`src/inc/tbpm_cfg.svh`:
```
// register offsets, field positions and reset values of the two-bit port block
`ifndef TBPM_CFG_SVH
`define TBPM_CFG_SVH
`define TBPM_ADDR_OUT      8'h40
`define TBPM_ADDR_IN       8'h41
`define TBPM_ADDR_MODE     8'h70
`define TBPM_OUT_DATA_LSB  0
`define TBPM_OUT_DIR_LSB   2
`define TBPM_MODE_REFOUT   0
`define TBPM_MODE_REFIN    1
`define TBPM_MODE_FOFF     2
`define TBPM_MODE_FON      3
`define TBPM_DIR_RST       2'b11
`define TBPM_DATA_RST      2'b00
`define TBPM_MODE_RST      4'h0
`define TBPM_FUSE_ADDR_RST 5'h00
`endif

```
`src/inc/tbpm_pkg.sv`:
```
// types shared by the two-bit port block
package tbpm_pkg;
    typedef logic [7:0] tbpm_addr_t;
    typedef logic [7:0] tbpm_byte_t;
    typedef enum logic [1:0] {
        TBPM_PUMP_AUTO = 2'b00,
        TBPM_PUMP_OFF  = 2'b01,
        TBPM_PUMP_ON   = 2'b11
    } tbpm_pump_t;
endpackage

```
`src/inc/tbpm_pin_if.sv`:
```
// per-pin control bundle between the port top and its pad cells
`timescale 1ns/1ps
interface tbpm_pin_if;
    logic dir;
    logic data;
    logic ref_sel;
    logic pad_out;
    logic pad_oe_n;
    modport ctrl (output dir, output data, output ref_sel, input pad_out, input pad_oe_n);
    modport pad  (input dir, input data, input ref_sel, output pad_out, output pad_oe_n);
endinterface

```
`src/tbpm_pad.sv`:
```
// one port pin cell: direction, data and reference bypass
`timescale 1ns/1ps
module tbpm_pad (
    input  wire logic clk,
    input  wire logic rst_n,
    tbpm_pin_if.pad   pin
);
    logic oe_n_d;
    logic oe_n_q;
    logic out_d;
    logic out_q;

    always_comb begin
        // reference role releases the pad entirely
        oe_n_d = ~(pin.dir & ~pin.ref_sel); // [RULE2] [RULE3] [RULE10]
        out_d  = pin.data & ~pin.ref_sel;   // [RULE8]
    end

    always_ff @(posedge clk) begin
        if (!rst_n) begin
            oe_n_q <= 1'b0;
            out_q  <= 1'b0;
        end else begin
            oe_n_q <= oe_n_d;
            out_q  <= out_d;
        end
    end

    assign pin.pad_out  = out_q;
    assign pin.pad_oe_n = oe_n_q;
endmodule

```
`src/tbpm_port.sv`:
```
// two-bit port with direction, readback, reference roles and pump forcing
// Notes on behaviour
// [RULE1] each pin's direction is set by its own bit of the output register at 0x40
// [RULE2] direction 1 enables both input and output buffers
// [RULE3] direction 0 makes the pin input only, driver released
// [RULE4] reset sets both direction bits to 1
// [RULE5] pin levels read back from a read-only register at 0x41
// [RULE6] input reads are raw, no debounce or filter
// [RULE7] input buffer stays live on driven pins, showing real level
// [RULE8] pins drive the low data bits of the output register when direction is 1
// [RULE9] output data bits reset low
// [RULE10] reference select bits at 0x70 bypass the pin's digital role
// [RULE11] each pin chooses reference or digital role independently
// [RULE12] force-disable holds pump off, battery tied to pump output
// [RULE13] force-enable keeps pump on and beats force-disable
// [RULE14] slave address bits 1:0 come from the pins, upper bits from fuses
// [RULE15] direction bits sit above data bits; unused bits read zero
`timescale 1ns/1ps
`include "tbpm_cfg.svh"
module tbpm_port (
    input  wire logic              clk,
    input  wire logic              rst_n,
    input  wire logic              reg_wr,
    input  wire logic              reg_rd,
    input  wire tbpm_pkg::tbpm_addr_t reg_addr,
    input  wire tbpm_pkg::tbpm_byte_t reg_wdata,
    output      tbpm_pkg::tbpm_byte_t reg_rdata,
    input  wire logic [4:0]        fuse_addr,
    input  wire logic              port_pin_zero_in,
    input  wire logic              port_pin_one_in,
    output      logic              port_pin_zero_out,
    output      logic              port_pin_zero_oe_n,
    output      logic              port_pin_one_out,
    output      logic              port_pin_one_oe_n,
    output      logic              reference_drive_out_en,
    output      logic              reference_take_in_en,
    output      logic              pump_enable,
    output      logic              pump_bypass_to_battery,
    output      logic [6:0]        slave_addr
);
    import tbpm_pkg::*;

    logic [1:0]  dir_q,  dir_d;
    logic [1:0]  data_q, data_d;
    logic [3:0]  mode_q, mode_d;
    logic [1:0]  pin_in;
    tbpm_byte_t  rdata_q, rdata_d;
    logic        pump_en_q, pump_en_d;
    logic        pump_byp_q, pump_byp_d;
    logic [1:0]  ref_q,      ref_d;
    logic [6:0]  saddr_q, saddr_d;
    logic        addr_taken_q, addr_taken_d;
    tbpm_pump_t  pump_mode;

    tbpm_pin_if pin0 ();
    tbpm_pin_if pin1 ();

    // pad inputs are buffered whatever the direction, so readback shows the real level
    assign pin_in = {port_pin_one_in, port_pin_zero_in}; // [RULE7]

    function automatic tbpm_pump_t pump_decode(input logic [3:0] m);
        if (m[`TBPM_MODE_FON])
            pump_decode = TBPM_PUMP_ON;  // [RULE13]
        else if (m[`TBPM_MODE_FOFF])
            pump_decode = TBPM_PUMP_OFF; // [RULE12]
        else
            pump_decode = TBPM_PUMP_AUTO;
    endfunction

    assign pump_mode = pump_decode(mode_q);

    always_comb begin
        dir_d  = dir_q;
        data_d = data_q;
        mode_d = mode_q;
        if (reg_wr) begin
            case (reg_addr)
                `TBPM_ADDR_OUT: begin
                    dir_d  = reg_wdata[`TBPM_OUT_DIR_LSB +: 2];  // [RULE1] [RULE15]
                    data_d = reg_wdata[`TBPM_OUT_DATA_LSB +: 2];
                end
                `TBPM_ADDR_MODE: begin
                    mode_d = reg_wdata[3:0]; // [RULE11]
                end
                default: begin
                    mode_d = mode_q;
                end
            endcase
        end
    end

    always_comb begin
        rdata_d = rdata_q;
        if (reg_rd) begin
            case (reg_addr)
                `TBPM_ADDR_OUT:  rdata_d = {4'h0, dir_q, data_q}; // [RULE15]
                `TBPM_ADDR_IN:   rdata_d = {6'h00, pin_in};       // [RULE5] [RULE6]
                `TBPM_ADDR_MODE: rdata_d = {4'h0, mode_q};
                default:         rdata_d = 8'h00;
            endcase
        end
    end

    // pump forcing group
    always_comb begin
        pump_en_d  = (pump_mode == TBPM_PUMP_ON);  // [RULE13]
        pump_byp_d = (pump_mode == TBPM_PUMP_OFF); // [RULE12]
        // auto mode: supply-level decision lives in the analog monitor outside
    end

    // reference roles take the same one-edge delay as the pad cells, so the
    // analog path never meets a digital driver that is still on
    always_comb begin
        ref_d = {mode_q[`TBPM_MODE_REFIN], mode_q[`TBPM_MODE_REFOUT]}; // [RULE10] [RULE11]
    end

    // address pins are looked at once, on the first edge after reset;
    // a later change on the pins must not move the bus address
    always_comb begin
        saddr_d      = saddr_q;
        addr_taken_d = 1'b1;
        if (!addr_taken_q) begin
            saddr_d = {fuse_addr, pin_in}; // [RULE14]
        end
    end

    always_ff @(posedge clk) begin
        if (!rst_n) begin
            dir_q  <= `TBPM_DIR_RST;  // [RULE4]
            data_q <= `TBPM_DATA_RST; // [RULE9]
            mode_q <= `TBPM_MODE_RST;
        end else begin
            dir_q  <= dir_d;
            data_q <= data_d;
            mode_q <= mode_d;
        end
    end

    always_ff @(posedge clk) begin
        if (!rst_n) begin
            rdata_q <= 8'h00;
        end else begin
            rdata_q <= rdata_d;
        end
    end

    always_ff @(posedge clk) begin
        if (!rst_n) begin
            pump_en_q  <= 1'b0;
            pump_byp_q <= 1'b0;
            ref_q      <= 2'b00;
        end else begin
            pump_en_q  <= pump_en_d;
            pump_byp_q <= pump_byp_d;
            ref_q      <= ref_d;
        end
    end

    always_ff @(posedge clk) begin
        if (!rst_n) begin
            saddr_q      <= {`TBPM_FUSE_ADDR_RST, 2'b00};
            addr_taken_q <= 1'b0;
        end else begin
            saddr_q      <= saddr_d;
            addr_taken_q <= addr_taken_d;
        end
    end

    assign pin0.dir     = dir_q[0];
    assign pin0.data    = data_q[0];
    assign pin0.ref_sel = mode_q[`TBPM_MODE_REFOUT]; // [RULE10]
    assign pin1.dir     = dir_q[1];
    assign pin1.data    = data_q[1];
    assign pin1.ref_sel = mode_q[`TBPM_MODE_REFIN];  // [RULE10]

    tbpm_pad u_pad0 (.clk(clk), .rst_n(rst_n), .pin(pin0));
    tbpm_pad u_pad1 (.clk(clk), .rst_n(rst_n), .pin(pin1));

    // pad cells own their flops so these outputs stay register-driven
    assign port_pin_zero_out      = pin0.pad_out;
    assign port_pin_zero_oe_n     = pin0.pad_oe_n;
    assign port_pin_one_out       = pin1.pad_out;
    assign port_pin_one_oe_n      = pin1.pad_oe_n;
    assign reference_drive_out_en = ref_q[0];
    assign reference_take_in_en   = ref_q[1];
    assign pump_enable            = pump_en_q;
    assign pump_bypass_to_battery = pump_byp_q;
    assign slave_addr             = saddr_q;
    assign reg_rdata              = rdata_q;
endmodule

```
`config.mk`:
```
export PLATFORM = sky130hd
export DESIGN_NAME = tbpm_port
export DESIGN_NICKNAME = d
export VERILOG_FILES = /design/src/inc/tbpm_pkg.sv /design/src/inc/tbpm_pin_if.sv /design/src/tbpm_pad.sv /design/src/tbpm_port.sv
export VERILOG_INCLUDE_DIRS = /design/src /design/src/inc
export SDC_FILE = /design/constraint.sdc
export NUM_CORES = 1
export LEC_CHECK = 0
export BUFFER_PORTS_ARGS = -buffer_cell sky130_fd_sc_hd__buf_2
export CAP_MARGIN = 20
export CELL_PAD_IN_SITES_DETAIL_PLACEMENT = 1
export CELL_PAD_IN_SITES_GLOBAL_PLACEMENT = 2
export CORE_UTILIZATION = 29
export CTS_CLUSTER_DIAMETER = 120
export DETAILED_ROUTE_END_ITERATION = 10
export PLACE_DENSITY = 0.79
export REMOVE_ABC_BUFFERS = 1
export SLEW_MARGIN = 20
export SYNTH_ARGS = -nofsm -noshare
export SYNTH_HDL_FRONTEND = slang
export SYNTH_SLANG_ARGS = --single-unit
```
`constraint.sdc`:
```
create_clock -name clk -period 4 [get_ports clk]
set_input_delay 1.2 -clock clk [delete_from_list [all_inputs] [get_ports clk]]
set_output_delay 1.2 -clock clk [all_outputs]
set_load 0.05 [all_outputs]
```
==> results of run 1 <==
## registers in the layout, indices dropped and copies added (netlist names)
signal                  count
slave_addr                  7
mode_q                      4
reg_rdata                   4
data_q                      2
dir_q                       2
ref_q                       2
addr_taken_q                1
pump_bypass_to_battery      1
pump_enable                 1
u_pad0.pin.pad_oe_n         1
u_pad0.pin.pad_out          1
u_pad1.pin.pad_oe_n         1
u_pad1.pin.pad_out          1
## path summary, 6_finish.rpt
| check | to | cells after the start |
|---|---|---|
| min | u_pad0.pin.pad_out | 2 |
| min reg2reg | u_pad0.pin.pad_out | 2 |
| max | mode_q[1] | 4 |
| max reg2reg | slave_addr[3] | 2 |
## cell usage in the layout (no fill, tap or decap), types with 3 or more instances in the layout
cell type  instances
a32o_1             4
nand2_1           11
nor2b_1           15
dfxtp_1           28
clkbuf_8           3
buf_2             41
inv_1              5
conb_1             4
nor2_1             3
mux2i_1           17
## logic make-up (layout without fill, tap and decap cells)
group	Yosys count	count (layout)	share of synthesized area
muxes	17	17	0.1473
DFF	28	28	0.4854
and+or+nand+nor	40	40	0.2232
other	1	4	0.003247
xor gates and xnor gates	1	1	0.007585
buffers and inverters	13	50	0.05525
AOI/OAI and AO/OA	10	10	0.07801
## final cells by class
| class | count | area [sq um] | area share |
|---|---|---|---|
| Tap cell | 48 | 60.06 | 0.04120 |
| Clock inverter | 1 | 30.03 | 0.02060 |
| Clock buffer | 3 | 41.29 | 0.02833 |
| Timing Repair Buffer | 41 | 205.2 | 0.1408 |
| Multi-Input combinational cell | 72 | 541.8 | 0.3717 |
| Inverter | 5 | 18.77 | 0.01288 |
| Sequential cell | 28 | 560.5 | 0.3845 |
## power by group through the flow
stage / sequential, W / combinational, W / clock, W
2_1_floorplan: 0.000308 / 0.0000262 / 0
3_3_place_gp: 0.000294 / 0.0000655 / 0
3_5_place_dp: 0.000294 / 0.0000671 / 0
4_1_cts: 0.000287 / 0.0000675 / 0.000232
5_1_grt: 0.000289 / 0.0000719 / 0.000248
6_report: 0.000287 / 0.0000669 / 0.000224
## worst min-delay path: cells and delay by family (launching register included)
kind          cells  cell delay [ps]
simple gates      2              110
flops             1              330
## metal layers
layer	GRT usage	vias up	share of wire
met2	0.2292	19	0.52
met4	0.08152	0	0.021
met1	0.1717	421	0.43
li1	-	450	-
met3	0.01563	4	0.025
met5	0	-	0
## per-stage QoR
| stage | instances | worst slack, ps |
|---|---|---|
| global route | 198 | 1543 |
| CTS | 198 | 1571 |
| detailed placement | 194 | 1269 |
| global placement | 194 | 1316 |
| floorplan | 105 | 1553 |
| finish | 198 | 1594 |
==> impl_metrics.tcl, run 1 <==
set metrics [dict create \
    synth_most_common_cell "dfxtp_1" \
    ys_seq_area_frac 0.4854 \
    peakVddDrop_v 0.0001324 \
    ys_warn_count 0 \
    detail_route.wl_per_cell_um 13.09 \
    ant_nets 0 \
    synth.distinct_cells 22 \
    yosysTopAreaCell "dfxtp_1" \
    final_hold_viol_count 0 \
    worstPathMaxFanout 4 \
    pwr-share-clk 0.388 \
    min_from "data_q[0]" \
    htree_num_levels 1 \
    drive_above_1_share 0.3267 \
    cts.path.max_buffers 2 \
    viasPerCell 4.515 \
    numCtsBuffers 3 \
    die_x_um 65.11 \
    grt.overflow.total 0 \
    period_needed_ps 2406 \
    cts_resized 0 \
    clkSlewWorstSetupHoldPaths_ps 100 \
    fin_nets 178 \
    power.leakage_nw 0.6858 \
    drt_wl_total_mm 2.591 \
    clkLatencyLatePin_ps 280 \
    rsz0062_at_grt "false" \
    die_area_sq_um 4239 \
    grt_pass1_wl_mm 4.353 \
    dieHeight_um 65.11 \
    critical_path.startpoint_type "primary input" \
    hold_buffers 0 \
    synth_seq_cells 28 \
    setup_viol 0 \
    async_flop_share 0 \
    synth_top_area_share 0.4854 \
    end_kind "flop" \
    power_frac_seq 0.497 \
    cp_top_family "simple AND/OR/NAND/NOR gates" \
    initial_utilization 0.3085 \
    worstSetupStartpoint "reg_addr[1]" \
    area_growth_syn_to_layout_pct 26.22 \
    synth_area_leaders "dfxtp_1, mux2i_1, nor2b_1" \
    cp.required_ps 4210 \
    clock-root-buffer "clkbuf_8" \
    crit_chain "buf_2 > or4b_4 > nor4_4 > mux2i_1" \
    slowest_delay_ps 580 \
    final.setup.tns_ps 0 \
    p_switching_w 0.0001388 \
    maxCapViolCount 0 \
    status "complete, no violations" \
    hpwlAfterDp_mm 1.949 \
    avgSynthCellArea_sq_um 10.50 \
    num_vias 894 \
    synth_flop_cell "dfxtp_1" \
    fin_skew_ps 3.824 \
    post-cts-setup-buffers 0 \
    p_int_w 0.0004394 \
    place_congestion 0.7313 \
    firstDrtPassIters 4 \
    cts.sinks 28 \
    hold_slack_ps 470.7 \
    combPwrFrac 0.116 \
    crit_slowest_cell "or4b_4" \
    p_total_w 0.0005782 \
    synth-edff-count 0 \
    cts_tree "yes" \
    reg2reg_from "addr_taken_q" \
    fin_crit_sh 0.6014 \
    drc 0 \
    p_per_area_nw_per_um2 396.6 \
    grt_max_degree 32 \
    arrival_ps 2610 \
    core_area_sq_um 3744 \
    drt-initial-drc-count 27 \
    fill_cells 453 \
    diodes 0 \
    netlist_top_cells_count "dfxtp_1, mux2i_1, nor2b_1" \
    synth_area_sq_um 1155 \
    hp-class "reg -> reg" \
    swShare 0.2401 \
    grt_use_total 0.1381 \
    first_global_vias 882 \
    critical_path_class "in -> reg" \
    synthCells 110 \
    rrSetupSlack_ps 3040 \
    crit_buf_inv 1 \
    fin_util 0.3894 \
    antenna_found_initial 0 \
    ioPinCount 50 \
    port_buffers 41 \
    dpl_cell_area_sq_um 1386 \
    final_area_sq_um 1458 \
    final-max-slew-violation-count 0 \
    max_freq_mhz 415.7 \
    rows 22 \
]
No activity file was read; power rests on OpenSTA's default activity.
==> inputs of run 2 (changes only) <==
--- a/config.mk
+++ b/config.mk
@@ -10,10 +10,10 @@
 export CAP_MARGIN = 20
 export CELL_PAD_IN_SITES_DETAIL_PLACEMENT = 1
 export CELL_PAD_IN_SITES_GLOBAL_PLACEMENT = 2
-export CORE_UTILIZATION = 29
+export CORE_UTILIZATION = 24
 export CTS_CLUSTER_DIAMETER = 120
 export DETAILED_ROUTE_END_ITERATION = 10
-export PLACE_DENSITY = 0.79
+export PLACE_DENSITY = 0.7
 export REMOVE_ABC_BUFFERS = 1
 export SLEW_MARGIN = 20
 export SYNTH_ARGS = -nofsm -noshare
==> constraint.sdc (replaced) <==
create_clock -name clk -period 1.9 [get_ports clk]
set_input_delay 0.57 -clock clk [delete_from_list [all_inputs] [get_ports clk]]
set_output_delay 0.57 -clock clk [all_outputs]
set_load 0.05 [all_outputs]
==> run 2 against run 1 <==
The flow now finishes with violations (DRC). Worst hold slack better by 9.5 ps. Die area is 20% higher. Largest cell class unchanged. Critical path depth is 1 higher. Clock-buffer cell count stayed put. Register-to-register slack worse by 2100 ps. Largest power group unchanged. Routed wire length is 1.7% higher. Flip-flop and latch count stayed put. Cell area is 0.17% lower.
==> impl_metrics.tcl, run 2 (same netlist as run 1, synthesis figures left out) <==
set metrics [dict create \
    hold_depth 1 \
    crit_chain "buf_2 > or4b_4 > nor4_4 > buf_4 > mux2i_1" \
    dp.cells 201 \
    grt.overflow.total 0 \
    multi_input_comb_area_sq_um 541.8 \
    cp.required_ps 2100 \
    setup_viol 0 \
    slowest_delay_ps 590 \
    detail_route.wl_per_cell_um 12.92 \
    cts.path.max_buffers 2 \
    critical_path_class "in -> reg" \
    peakVddDrop_v 0.0003146 \
    combPwrFrac 0.133 \
    maxCapViolCount 0 \
    p_per_area_nw_per_um2 727.1 \
    end_kind "flop" \
    firstDrtPassIters 7 \
    drt_wl_total_mm 2.636 \
    area_growth_syn_to_layout_pct 26.00 \
    max_freq_mhz 579.5 \
    hp-class "reg -> reg" \
    place_congestion 0.6887 \
    clkLatencyLatePin_ps 270 \
    grt_pass1_wl_mm 4.209 \
    fill_cells 531 \
    mostFrequentLayoutCell "buf_2" \
    drive_above_1_share 0.3355 \
    drt-initial-drc-count 41 \
    port_buffers 41 \
    die_x_um 71.37 \
    cp.depth 5 \
    pwr-share-clk 0.296 \
    crit_slowest_cell "or4b_4" \
    violations "DRC" \
    final_cell_mix "buf_2, dfxtp_1, mux2i_1, nor2b_1, nand2_1" \
    fin_crit_sh 0.9082 \
    power.leakage_nw 0.6880 \
    post-cts-setup-buffers 0 \
    die_area_sq_um 5093 \
    cp_top_family "simple AND/OR/NAND/NOR gates" \
    drc 8 \
    cts_tree "yes" \
    diodes 0 \
    num_vias 898 \
    cts_resized 0 \
    final-max-slew-violation-count 0 \
    fin_nets 181 \
    cts.sinks 28 \
    status "finished with violations" \
    p_int_w 0.0007848 \
    hold_buffers 0 \
    htree_num_levels 1 \
    ff2ff_path_depth 2 \
    clock-root-buffer "clkbuf_8" \
    rsz0062_at_grt "false" \
    largest_register_ffs 7 \
    seq_area_sq_um 560.5 \
    hpwlAfterDp_mm 2.049 \
    clkSlewWorstSetupHoldPaths_ps 90 \
    ioPinCount 50 \
    hold_slack_ps 480.2 \
    worstPathMaxFanout 4 \
    dieHeight_um 71.37 \
    rows 24 \
    period_needed_ps 1726 \
    initial_utilization 0.2581 \
    viasPerCell 4.402 \
    antenna_found_initial 0 \
    final_hold_viol_count 0 \
    ant_nets 0 \
    fin_util 0.3252 \
    first_global_vias 939 \
    arrival_ps 1920 \
    layoutNonFillerInstCount 204 \
    numCtsBuffers 3 \
    fin_skew_ps 1.771 \
    swShare 0.2582 \
    p_switching_w 0.0002732 \
    crit_buf_inv 2 \
    grt_max_degree 32 \
    power_frac_seq 0.572 \
    critical_path.startpoint_type "primary input" \
    grt_use_total 0.1079 \
    core_area_sq_um 4474 \
]
[run 2: path summary, 6_finish.rpt]
path                startpoint             endpoint  slack (ps)
setup reg to reg  addr_taken_q        slave_addr[6]         920
hold / removal        dir_q[0]  u_pad0.pin.pad_oe_n         480
setup / recovery   reg_addr[1]            mode_q[0]         170
hold reg to reg       dir_q[0]  u_pad0.pin.pad_oe_n         480
[run 2: layout make-up]
type                            count  share of cell area
Timing Repair Buffer               44              0.1565
Multi-Input combinational cell     72              0.3723
Sequential cell                    28              0.3852
Tap cell                           52             0.04471
Inverter                            5             0.01290
Clock buffer                        3             0.02837
[run 2: stage by stage]
step / area, sq um / worst slack [ps] / total power, W / TNS [ps]
after floorplan: 1121 / 82.57 / 0.0007046 / 0
after global placement: 1414 / -56.69 / 0.0007565 / -404.5
after detailed placement: 1414 / -106.4 / 0.0007608 / -700.0
after CTS: 1455 / 177.4 / 0.001082 / 0
after global routing: 1455 / 148.6 / 0.001115 / 0
final: 1455 / 174.4 / 0.001058 / 0
[run 2: routing by layer]
| metal | routed length, um | global-route usage |
|---|---|---|
| met4 | 56 | 0.06000 |
| met5 | 0 | 0 |
| met3 | 148 | 0.01828 |
| met2 | 1221 | 0.1884 |
| met1 | 1209 | 0.1253 |
[run 2: power groups by stage]
stage	Clock (W)	Combinational, W	Sequential, W
finish	0.000313	0.000140	0.000605
global route	0.000358	0.000150	0.000607
CTS	0.000334	0.000142	0.000605
detailed placement	0	0.000142	0.000619
global placement	0	0.000138	0.000618
floorplan	0	0.0000551	0.000649
==> inputs of run 3 (changes only) <==
--- a/config.mk
+++ b/config.mk
@@ -10,6 +10,7 @@
 export CAP_MARGIN = 20
 export CELL_PAD_IN_SITES_DETAIL_PLACEMENT = 1
 export CELL_PAD_IN_SITES_GLOBAL_PLACEMENT = 2
+export CORE_ASPECT_RATIO = 1.5
 export CORE_UTILIZATION = 24
 export CTS_CLUSTER_DIAMETER = 120
 export DETAILED_ROUTE_END_ITERATION = 10
==> run 3 against run 2 <==
Critical path depth did not move. Non-clock buffer count did not move. First-iteration DRC count fell by 83%. Critical path type unchanged. Cell count rose by 6.4%. Global-route usage rose by 0.80 points. Largest cell class unchanged. Fmax rose by 1.6%. Utilization fell by 0.12 points. The run now ends clean.
==> impl_metrics.tcl, run 3 (same netlist as run 1, synthesis figures left out) <==
set metrics [dict create \
    status "complete, no violations" \
    initial_utilization 0.2522 \
    die_area_sq_um 5099 \
    cts_resized 0 \
    seq_area_sq_um 560.5 \
    diodes 0 \
    critical_path_class "in -> reg" \
    hp-class "reg -> reg" \
    final_cell_mix "buf_2, dfxtp_1, mux2i_1, nor2b_1, nand2_1" \
    detail_route.wl_per_cell_um 12.26 \
    fin_util 0.3240 \
    peakVddDrop_v 0.0002403 \
    mostFrequentLayoutCell "buf_2" \
    die_x_um 58.64 \
    ant_nets 0 \
    pre_cts_ws_ps -104.0 \
    fin_nets 181 \
    fin_skew_ps 5.056 \
    crit_chain "buf_2 > or4b_4 > nor4_4 > buf_4 > mux2i_1" \
    end_kind "flop" \
    numCtsBuffers 3 \
    cts_tree "yes" \
    clkLatencyLatePin_ps 270 \
    maxCapViolCount 0 \
    p_total_w 0.001108 \
    num_vias 909 \
    grt_use_total 0.1159 \
    antenna_found_initial 0 \
    arrival_ps 1900 \
    area_growth_syn_to_layout_pct 28.49 \
    cp.required_ps 2100 \
    ioPinCount 50 \
    finalWorstSetupSlack_ps 201.0 \
    slowest_delay_ps 580 \
    p_per_area_nw_per_um2 747.0 \
    cp_top_family "simple AND/OR/NAND/NOR gates" \
    crit_slowest_cell "or4b_4" \
    hpwlAfterDp_mm 2.110 \
    max_freq_mhz 588.6 \
    setup_viol 0 \
    critical_path.startpoint_type "primary input" \
    viasPerCell 4.189 \
    drc 0 \
    final-max-slew-violation-count 0 \
    core_area_sq_um 4579 \
    cts.path.max_buffers 2 \
    dieHeight_um 86.96 \
    post-cts-setup-buffers 0 \
    clkSlewWorstSetupHoldPaths_ps 90 \
    power.leakage_nw 0.6952 \
    htree_num_levels 1 \
    clock-root-buffer "clkbuf_8" \
    largest_register_ffs 7 \
    hold_buffers 0 \
    drive_above_1_share 0.3399 \
    grt_max_degree 32 \
    grt_pass1_wl_mm 4.422 \
    rows 30 \
    rsz0062_at_grt "false" \
    firstDrtPassIters 3 \
    drt-initial-drc-count 7 \
    crit_buf_inv 2 \
    port_buffers 41 \
    hold_slack_ps 478.3 \
    first_global_vias 1029 \
    drt_wl_total_mm 2.661 \
    place_congestion 0.7408 \
    period_needed_ps 1699 \
    cts.sinks 28 \
    fin_crit_sh 0.8942 \
    final_hold_viol_count 0 \
    multi_input_comb_area_sq_um 541.8 \
    worstPathMaxFanout 4 \
    fill_cells 554 \
    grt.overflow.total 0 \
]
-- run 3: cell count changes in the layout (fill, tap and decap cells not counted), sizes merged --
cell    before  now
clkbuf       3    4
-- run 3: worst min-delay path, cell delays in order, from the launching register on --
cell,delay (ps)
dfxtp_1,330
nand2_1,50
mux2i_1,50
-- run 3: final cells by class --
class | instances | share of cell area
well taps | 64 | 0.05396
flip-flops and latches | 28 | 0.3777
repair buffers | 44 | 0.1535
clock buffers | 4 | 0.03710
inverters | 5 | 0.01265
multi-input cells | 72 | 0.3651
-- run 3: through the flow --
stage,std cells,area [sq um],TNS [ps]
finish,217,1484,0
global route,217,1484,0
CTS,217,1484,0
detailed placement,213,1429,-754.4
global placement,213,1429,-456.0
floorplan,105,1121,0
-- run 3: report_power, final --
group          internal (W)  switching, W  total (W)
clock              0.000185      0.000179   0.000364
sequential         0.000597    0.00000770   0.000605
combinational     0.0000459     0.0000939   0.000140
-- run 3: routing by layer --
layer  track usage  up-vias  share of wire
met5             0        -              0
met3       0.01634        2          0.040
li1              -      450              -
met2        0.2341       26           0.59
met4       0.06494        0          0.017
met1        0.1049      431           0.36
-- run 3: worst paths after layout --
kind / start / endpoint / depth (start not counted) / slack (ps)
worst min-delay path: mode_q[2] / mode_q[2] / 2 / 480
worst max register to register: addr_taken_q / slave_addr[5] / 2 / 920
worst min register to register: mode_q[2] / mode_q[2] / 2 / 480
worst max-delay path: reg_addr[1] / mode_q[0] / 5 / 200
